**src/rtl/slpc_params.svh**
```systemverilog
`ifndef SLPC_PARAMS_SVH
`define SLPC_PARAMS_SVH

// Register byte addresses (word aligned)
`define SLPC_ADDR_CTRL 4'h0
`define SLPC_ADDR_STAT 4'h4
`define SLPC_ADDR_WAKE 4'h8
`define SLPC_ADDR_HIST 4'hC

// Control register fields
`define SLPC_CTRL_MODE_LO 0
`define SLPC_CTRL_MODE_HI 1
`define SLPC_CTRL_RXOFF 2
`define SLPC_CTRL_RXOFF_IN_PD 3
`define SLPC_CTRL_RESET 32'h0000_0000

// Status register fields
`define SLPC_STAT_COMBINED_SHUTDOWN_N 0
`define SLPC_STAT_OVRD 1
`define SLPC_STAT_RXOFF 2
`define SLPC_STAT_VALID 3
`define SLPC_STAT_PD 4
`define SLPC_STAT_TX_READY 5

// Timing at a 10 MHz clock
`define SLPC_CLK_NS 100
`define SLPC_RESUME_US 100
`define SLPC_RESUME_CYC ((`SLPC_RESUME_US * 1000) / `SLPC_CLK_NS)
`define SLPC_CNT_W 11

// History memory
`define SLPC_HIST_AW 3
`define SLPC_HIST_DW 8

`endif

```
**src/rtl/slpc_pkg.sv**
```systemverilog
package slpc_pkg;
  typedef enum logic [2:0] {
    SLPC_MODE_ON = 3'b001,
    SLPC_MODE_AUTO = 3'b010,
    SLPC_MODE_OFF = 3'b100
  } slpc_mode_t;

  typedef enum logic [2:0] {
    SLPC_ST_SLEEP = 3'b001,
    SLPC_ST_WAKING = 3'b010,
    SLPC_ST_READY = 3'b100
  } slpc_state_t;
endpackage

```
**src/rtl/slpc_hist_mem.sv**
```systemverilog
`timescale 1ns/1ps
`default_nettype none
`include "slpc_params.svh"

module slpc_hist_mem (
  input wire logic clk_i,
  input wire logic we_i,
  input wire logic [`SLPC_HIST_AW-1:0] waddr_i,
  input wire logic [`SLPC_HIST_DW-1:0] wdata_i,
  input wire logic [`SLPC_HIST_AW-1:0] raddr_i,
  output logic [`SLPC_HIST_DW-1:0] rdata_o
);
  logic [`SLPC_HIST_DW-1:0] mem_r [0:(1<<`SLPC_HIST_AW)-1];

  always_ff @(posedge clk_i) begin
    if (we_i) begin
      mem_r[waddr_i] <= wdata_i;
    end
  end

  always_ff @(posedge clk_i) begin
    rdata_o <= mem_r[raddr_i];
  end
endmodule
`default_nettype wire

```
**src/rtl/slpc_host.sv**
```systemverilog
// Behaviour
// Manual shutdown low forces powerdown; high permits operation.
// In powerdown the charge pump is off and transmitters float.
// Receivers stay driven in powerdown unless receiver tristate is high.
// Receiver tristate high floats all receiver outputs in every mode.
// Manual shutdown overrides the auto powerdown override input.
// Auto powerdown armed only with override low and shutdown high.
// Override and shutdown both high keep transmitters active regardless.
// Armed auto mode powers down after 30us without valid receiver levels.
// Armed auto mode wakes as soon as any receiver level is valid.
// Line-valid falls after all receivers invalid for over 30us.
// Line-valid rises 1us after a valid receiver level appears.
// Line-valid works in every mode, independent of control inputs.
// Transmission resumes within 100us after any powerdown exit.
// Auto mode returns to powerdown if no valid level within 30us.
// Single shutdown control means tying shutdown and override together.
// Strictly manual control holds override high.
// With auto powerdown in use, line-valid low means powered down.
// Host should also raise receiver tristate while shut down.
// With no powerdown needed, host holds shutdown high.
// Receiver validity is a digital detector flag; idle when all false.
//
// The address map and the Wishbone interface to the registers were chosen for this implementation.
`timescale 1ns/1ps
`default_nettype none
`include "slpc_params.svh"

module slpc_host (
  input wire logic clk_i,
  input wire logic rst_i,
  input wire logic wb_cyc_i,
  input wire logic wb_stb_i,
  input wire logic wb_we_i,
  input wire logic [3:0] wb_adr_i,
  input wire logic [3:0] wb_sel_i,
  input wire logic [31:0] wb_dat_i,
  output logic [31:0] wb_dat_o,
  output logic wb_ack_o,
  input wire logic line_valid_i,
  output logic manual_shutdown_n_o,
  output logic auto_pd_override_o,
  output logic rx_tristate_o
);
  logic [31:0] ctrl_r;
  logic valid_s1_r;
  logic valid_s2_r;
  logic valid_d_r;
  logic ack_r;
  logic [31:0] dat_r;
  logic [`SLPC_CNT_W-1:0] wake_cnt_r;
  logic [15:0] wake_total_r;
  logic tx_ready_r;
  logic [`SLPC_HIST_AW-1:0] hist_ptr_r;
  logic [`SLPC_HIST_DW-1:0] hist_rdata;
  slpc_pkg::slpc_mode_t mode;
  slpc_pkg::slpc_state_t state_r;
  logic combined_shutdown_n_nxt;
  logic ovrd_nxt;
  logic pd_now;
  logic wr_ctrl;
  logic bus_req;
  logic [1:0] fill_cnt_r;
  logic hist_we;

  function automatic slpc_pkg::slpc_mode_t decode_mode(
    input logic [1:0] f
  );
    case (f)
      2'b01: decode_mode = slpc_pkg::SLPC_MODE_AUTO;
      2'b10: decode_mode = slpc_pkg::SLPC_MODE_OFF;
      default: decode_mode = slpc_pkg::SLPC_MODE_ON;
    endcase
  endfunction

  assign bus_req = wb_cyc_i & wb_stb_i & ~ack_r;
  assign wr_ctrl = bus_req & wb_we_i & wb_sel_i[0] &
    (wb_adr_i == `SLPC_ADDR_CTRL);
  assign mode = decode_mode(ctrl_r[`SLPC_CTRL_MODE_HI:`SLPC_CTRL_MODE_LO]);

  // Pin drive per mode: on ties the two controls high alike, off holds override high
  always_comb begin
    case (mode)
      slpc_pkg::SLPC_MODE_OFF: begin
        combined_shutdown_n_nxt = 1'b0;
        ovrd_nxt = 1'b1;
      end
      slpc_pkg::SLPC_MODE_AUTO: begin
        combined_shutdown_n_nxt = 1'b1;
        ovrd_nxt = 1'b0;
      end
      slpc_pkg::SLPC_MODE_ON: begin
        combined_shutdown_n_nxt = 1'b1;
        ovrd_nxt = 1'b1;
      end
      default: begin
        combined_shutdown_n_nxt = 1'b1;
        ovrd_nxt = 1'b1;
      end
    endcase
  end

  // Device powerdown as the host infers it; auto mode trusts line-valid
  assign pd_now = ~manual_shutdown_n_o |
    (~auto_pd_override_o & ~valid_s2_r);

  always_ff @(posedge clk_i) begin
    if (rst_i) begin
      ctrl_r <= `SLPC_CTRL_RESET;
    end else if (wr_ctrl) begin
      ctrl_r <= {28'h000_0000, wb_dat_i[3:0]};
    end
  end

  always_ff @(posedge clk_i) begin
    if (rst_i) begin
      manual_shutdown_n_o <= 1'b1;
      auto_pd_override_o <= 1'b1;
      rx_tristate_o <= 1'b0;
    end else begin
      manual_shutdown_n_o <= combined_shutdown_n_nxt;
      auto_pd_override_o <= ovrd_nxt;
      // Floating receivers while shut down saves the leakage path
      rx_tristate_o <= ctrl_r[`SLPC_CTRL_RXOFF] |
        (ctrl_r[`SLPC_CTRL_RXOFF_IN_PD] & ~combined_shutdown_n_nxt);
    end
  end

  // Line-valid is an asynchronous pin; two stages before use
  always_ff @(posedge clk_i) begin
    if (rst_i) begin
      valid_s1_r <= 1'b0;
      valid_s2_r <= 1'b0;
      valid_d_r <= 1'b0;
      fill_cnt_r <= 2'h0;
    end else begin
      valid_s1_r <= line_valid_i;
      valid_s2_r <= valid_s1_r;
      valid_d_r <= valid_s2_r;
      if (fill_cnt_r != 2'h3) begin
        fill_cnt_r <= fill_cnt_r + 2'h1;
      end
    end
  end

  // Transmit-ready waits the full resume time after any exit
  always_ff @(posedge clk_i) begin
    if (rst_i) begin
      state_r <= slpc_pkg::SLPC_ST_SLEEP;
      wake_cnt_r <= '0;
      tx_ready_r <= 1'b0;
      wake_total_r <= 16'h0000;
    end else begin
      case (state_r)
        slpc_pkg::SLPC_ST_SLEEP: begin
          tx_ready_r <= 1'b0;
          if (!pd_now) begin
            state_r <= slpc_pkg::SLPC_ST_WAKING;
            wake_cnt_r <= '0;
            wake_total_r <= wake_total_r + 16'h0001;
          end
        end
        slpc_pkg::SLPC_ST_WAKING: begin
          if (pd_now) begin
            state_r <= slpc_pkg::SLPC_ST_SLEEP;
          end else if (wake_cnt_r ==
              `SLPC_CNT_W'(`SLPC_RESUME_CYC - 1)) begin
            state_r <= slpc_pkg::SLPC_ST_READY;
            tx_ready_r <= 1'b1;
          end else begin
            wake_cnt_r <= wake_cnt_r + `SLPC_CNT_W'(1);
          end
        end
        slpc_pkg::SLPC_ST_READY: begin
          if (pd_now) begin
            state_r <= slpc_pkg::SLPC_ST_SLEEP;
            tx_ready_r <= 1'b0;
          end
        end
        default: begin
          state_r <= slpc_pkg::SLPC_ST_SLEEP;
          tx_ready_r <= 1'b0;
        end
      endcase
    end
  end

  // History of line-valid edges: each entry holds the edge direction
  // Ignored until the stages refill, so reset logs no false edge
  assign hist_we = (fill_cnt_r == 2'h3) & (valid_s2_r != valid_d_r);

  always_ff @(posedge clk_i) begin
    if (rst_i) begin
      hist_ptr_r <= '0;
    end else if (hist_we) begin
      hist_ptr_r <= hist_ptr_r + `SLPC_HIST_AW'(1);
    end
  end

  slpc_hist_mem u_hist (
    .clk_i(clk_i),
    .we_i(hist_we),
    .waddr_i(hist_ptr_r),
    .wdata_i({7'h00, valid_s2_r}),
    .raddr_i(hist_ptr_r - `SLPC_HIST_AW'(1)),
    .rdata_o(hist_rdata)
  );

  // Classic Wishbone slave: ack one cycle after the strobe, one cycle long
  always_ff @(posedge clk_i) begin
    if (rst_i) begin
      ack_r <= 1'b0;
      dat_r <= 32'h0000_0000;
    end else begin
      ack_r <= bus_req;
      case (wb_adr_i)
        `SLPC_ADDR_CTRL: dat_r <= ctrl_r;
        `SLPC_ADDR_STAT: dat_r <= {26'h000_0000, tx_ready_r,
          state_r == slpc_pkg::SLPC_ST_SLEEP, valid_s2_r,
          rx_tristate_o, auto_pd_override_o, manual_shutdown_n_o};
        `SLPC_ADDR_WAKE: dat_r <= {16'h0000, wake_total_r};
        `SLPC_ADDR_HIST: dat_r <= {21'h00_0000, hist_ptr_r,
          hist_rdata};
        default: dat_r <= 32'h0000_0000;
      endcase
    end
  end

  assign wb_ack_o = ack_r;
  assign wb_dat_o = dat_r;
endmodule
`default_nettype wire

```
**config.mk**
```make
export PLATFORM = sky130hd
export DESIGN_NAME = slpc_host
export DESIGN_NICKNAME = d
export VERILOG_FILES = /design/src/rtl/slpc_pkg.sv /design/src/rtl/slpc_hist_mem.sv /design/src/rtl/slpc_host.sv
export VERILOG_INCLUDE_DIRS = /design/src /design/src/rtl
export SDC_FILE = /design/constraint.sdc
export NUM_CORES = 1
export LEC_CHECK = 0
export BUFFER_PORTS_ARGS = -buffer_cell sky130_fd_sc_hd__buf_2
export CORE_MARGIN = 1.5
export CORE_UTILIZATION = 35
export CTS_CLUSTER_SIZE = 28
export DETAILED_ROUTE_END_ITERATION = 16
export PLACE_DENSITY_LB_ADDON = 0.3
export REMOVE_ABC_BUFFERS = 1
export SLEW_MARGIN = 20
export SYNTH_ARGS = -nofsm -noshare
export SYNTH_HDL_FRONTEND = slang
export SYNTH_HIERARCHICAL = 1
export SYNTH_SLANG_ARGS = --single-unit
export TNS_END_PERCENT = 50
```
**constraint.sdc**
```tcl
create_clock -name clk_i -period 5.1 [get_ports clk_i]
set_input_delay 1.02 -clock clk_i [delete_from_list [all_inputs] [get_ports clk_i]]
set_output_delay 1.02 -clock clk_i [all_outputs]
set_load 0.005 [all_outputs]
```
==> out/results.ini <==
[status]
status=complete, no violations

[global_route]
antenna_found_initial=0
gr-usage-all-layers=0.1392
grt_pass1_vias=3480
grt_pass1_wl_um=17330
grt_max_degree=41
gr-total-overflow=0

[worst_setup_path]
cp.arrival_ns=2.85
path_max_fanout=18
max_stage_delay_ns=0.68
crit_required_ns=5.40
path_buf_inv=2
cpMaxStageDelayCell=inv_1
cp-end-kind=register
setup.worst_path.start_class=register
criticalPathCategory=register to register
worstPathCellList=inv_1 > ha_1 > xor2_1 > buf_4 > mux4_1 > mux2_2
cp_top_family=buffers and inverters

[yosys]
yosysSeqAreaShare=0.6000
synth_compound_area_frac=0.07590
ys_ff_latch=135
ys.flop_type=dfxtp_1
synthAdderAreaFrac=0.01123
synth_xor_area_frac=0.02336
synth_top_family_by_area=simple AND/OR/NAND/NOR gates
synth_cell_types=48
synthCells=436
async_reset_ff_frac=0
synth_edf_count=64
synth_mux_area_frac=0.1040
synth_warnings=6
avgSynthCellArea_um2=12.78
synth-simple-area-share=0.1341
syn_area_um2=5572

[layout]
instances_no_fill=749
layout_common_cells=conb_1, dfxtp_1, edfxtp_1
post-route-util=0.4304
syn2layout_area_growth_pct=18.73
antenna_cells=0
fin_nets=576
drive_above_1_share=0.1599
final_common_cell=conb_1

[clock_network]
cts_htree_levels=4
cts_made_buffers=17
cts_root_buffer=clkbuf_16
clkTransAtPathRegs_ns=0.06
cts_setup_buffers=0
ctsHoldBuffers=0
cts_tree=done
cts_sinks=135
insertion_delay_ns=0.42
clock_path_buffers=2
postCtsResizedCells=0

[sta]
rsz0062_at_grt=false
finalSetupTns_ns=0
final.min_clock_period_ns=2.552
hold_slack_ns=0.4125
drv_slew=0
final-hold-violation-count=0
tightest_slew_ns=0.9679
setup_violations=0
fin_skew_ns=0.006144
slew_headroom=0.3454
max_freq_ghz=0.3919
fin_crit_sh=0.5004

[place]
gp_congestion=0.7524
portBuffers=34
dp_cells=717
hpwl_um=7001

[floorplanning]
die_x_um=129.2
start_util=0.3625
fp.dieArea_um2=16680
die_h_um=129.2
core_um2=15370
rows=45
io_pins=82

[flow_run]
maxCapViolCount=0

[power]
p_comb_frac=0.043
p_int_mw=1.851
swShare=0.2200
p_leak_nw=2.420
ir_worst_vdd_uv=230.8
power_density_nw_per_um2=358.8
power.total_mw=2.373
power_frac_seq=0.491
pwr-share-clk=0.466
switchingPower_mw=0.5222

[routing]
vias=3477
post_drt_via_cell_ratio=4.642
drt_iter0_markers=206
wl_per_cell_um=13.90
drcViolationCount=0
ant_nets=0
drt-pass1-iter-count=4
wl_um=10410

[worst_hold_path]
hp-class=register to register

cell type report:
class                           count  area [um^2]
Timing Repair Buffer               37        192.7
Tap cell                          211        264.0
Clock inverter                     14        111.4
Sequential cell                   135         3343
Fill cell                        1456         8756
Multi-Input combinational cell    323         2233
Clock buffer                       18        429.2
Inverter                           11        41.29
synthesized netlist by cell type, types with 2 or more instances:
library cell | instances | area share
nand2_1 | 22 | 0.015
o21ai_0 | 9 | 0.0081
nor4b_1 | 2 | 0.0031
mux2_2 | 10 | 0.020
and2_1 | 8 | 0.0090
nor2b_1 | 4 | 0.0045
a21oi_1 | 28 | 0.025
nor3_1 | 5 | 0.0045
xor2_1 | 10 | 0.016
o31ai_1 | 14 | 0.019
nand3_1 | 13 | 0.012
nand2b_1 | 4 | 0.0045
buf_4 | 17 | 0.023
mux2i_1 | 5 | 0.0090
or3_1 | 4 | 0.0045
or4_1 | 16 | 0.022
edfxtp_1 | 64 | 0.34
clkbuf_1 | 11 | 0.0074
xnor2_1 | 3 | 0.0047
dfxtp_1 | 71 | 0.26
or3b_2 | 3 | 0.0047
nor4_1 | 2 | 0.0022
nand4_1 | 9 | 0.010
buf_2 | 3 | 0.0027
a22oi_1 | 9 | 0.012
and4_1 | 4 | 0.0063
buf_6 | 2 | 0.0040
mux4_1 | 15 | 0.071
a32oi_1 | 3 | 0.0047
buf_1 | 4 | 0.0027
inv_1 | 11 | 0.0074
ha_1 | 5 | 0.011
nor2_1 | 31 | 0.021
layer usage:
layer  GRT usage  share of wire
met1      0.1607           0.44
met5           0              0
met3     0.04831          0.036
met2      0.2397           0.51
met4     0.05023          0.012
cell families after synthesis:
family	count (synthesis)
compound gates	68
flops	135
buf+inv	49
xor+xnor	14
other cells	1
fa+ha+maj	5
simple gates	133
mux	31
state kept, by name (all words and copies together) (netlist names):
name and count:
manual_shutdown_n_o 1, wake_total_r 16, wb_dat_o 16, valid_s2_r 1, u_hist/rdata_o 8, u_hist/mem_r 64
hist_ptr_r 3, valid_d_r 1, ctrl_r 4, rx_tristate_o 1, state_r 3, auto_pd_override_o 1
tx_ready_r 1, wb_ack_o 1, fill_cnt_r 2, wake_cnt_r 11, valid_s1_r 1
final timing paths:
path	end	slack [ns]	start	cells past startpoint
max	u_hist/rdata_o[3]	2.55	hist_ptr_r[0]	6
min	auto_pd_override_o	0.41	ctrl_r[0]	1
max reg2reg	u_hist/rdata_o[3]	2.55	hist_ptr_r[0]	6
min reg2reg	auto_pd_override_o	0.41	ctrl_r[0]	1
through the flow:
| step | area, um^2 | worst slack [ns] |
|---|---|---|
| 2_1_floorplan | 5597 | 2.555 |
| 3_3_place_gp | 6066 | 2.243 |
| 3_5_place_dp | 6066 | 2.211 |
| 4_1_cts | 6606 | 2.439 |
| 5_1_grt | 6615 | 2.308 |
| 6_report | 6615 | 2.548 |
power groups by stage:
| stage | combinational, mW | sequential, mW | clock [mW] |
|---|---|---|---|
| final | 0.101 | 1.17 | 1.11 |
| after global routing | 0.118 | 1.17 | 1.18 |
| after CTS | 0.0999 | 1.17 | 1.14 |
| after detailed placement | 0.0989 | 1.19 | 0 |
| after global placement | 0.0971 | 1.19 | 0 |
| after floorplan | 0.0689 | 1.18 | 0 |
Note: power is estimated with default switching activity, not from simulation.
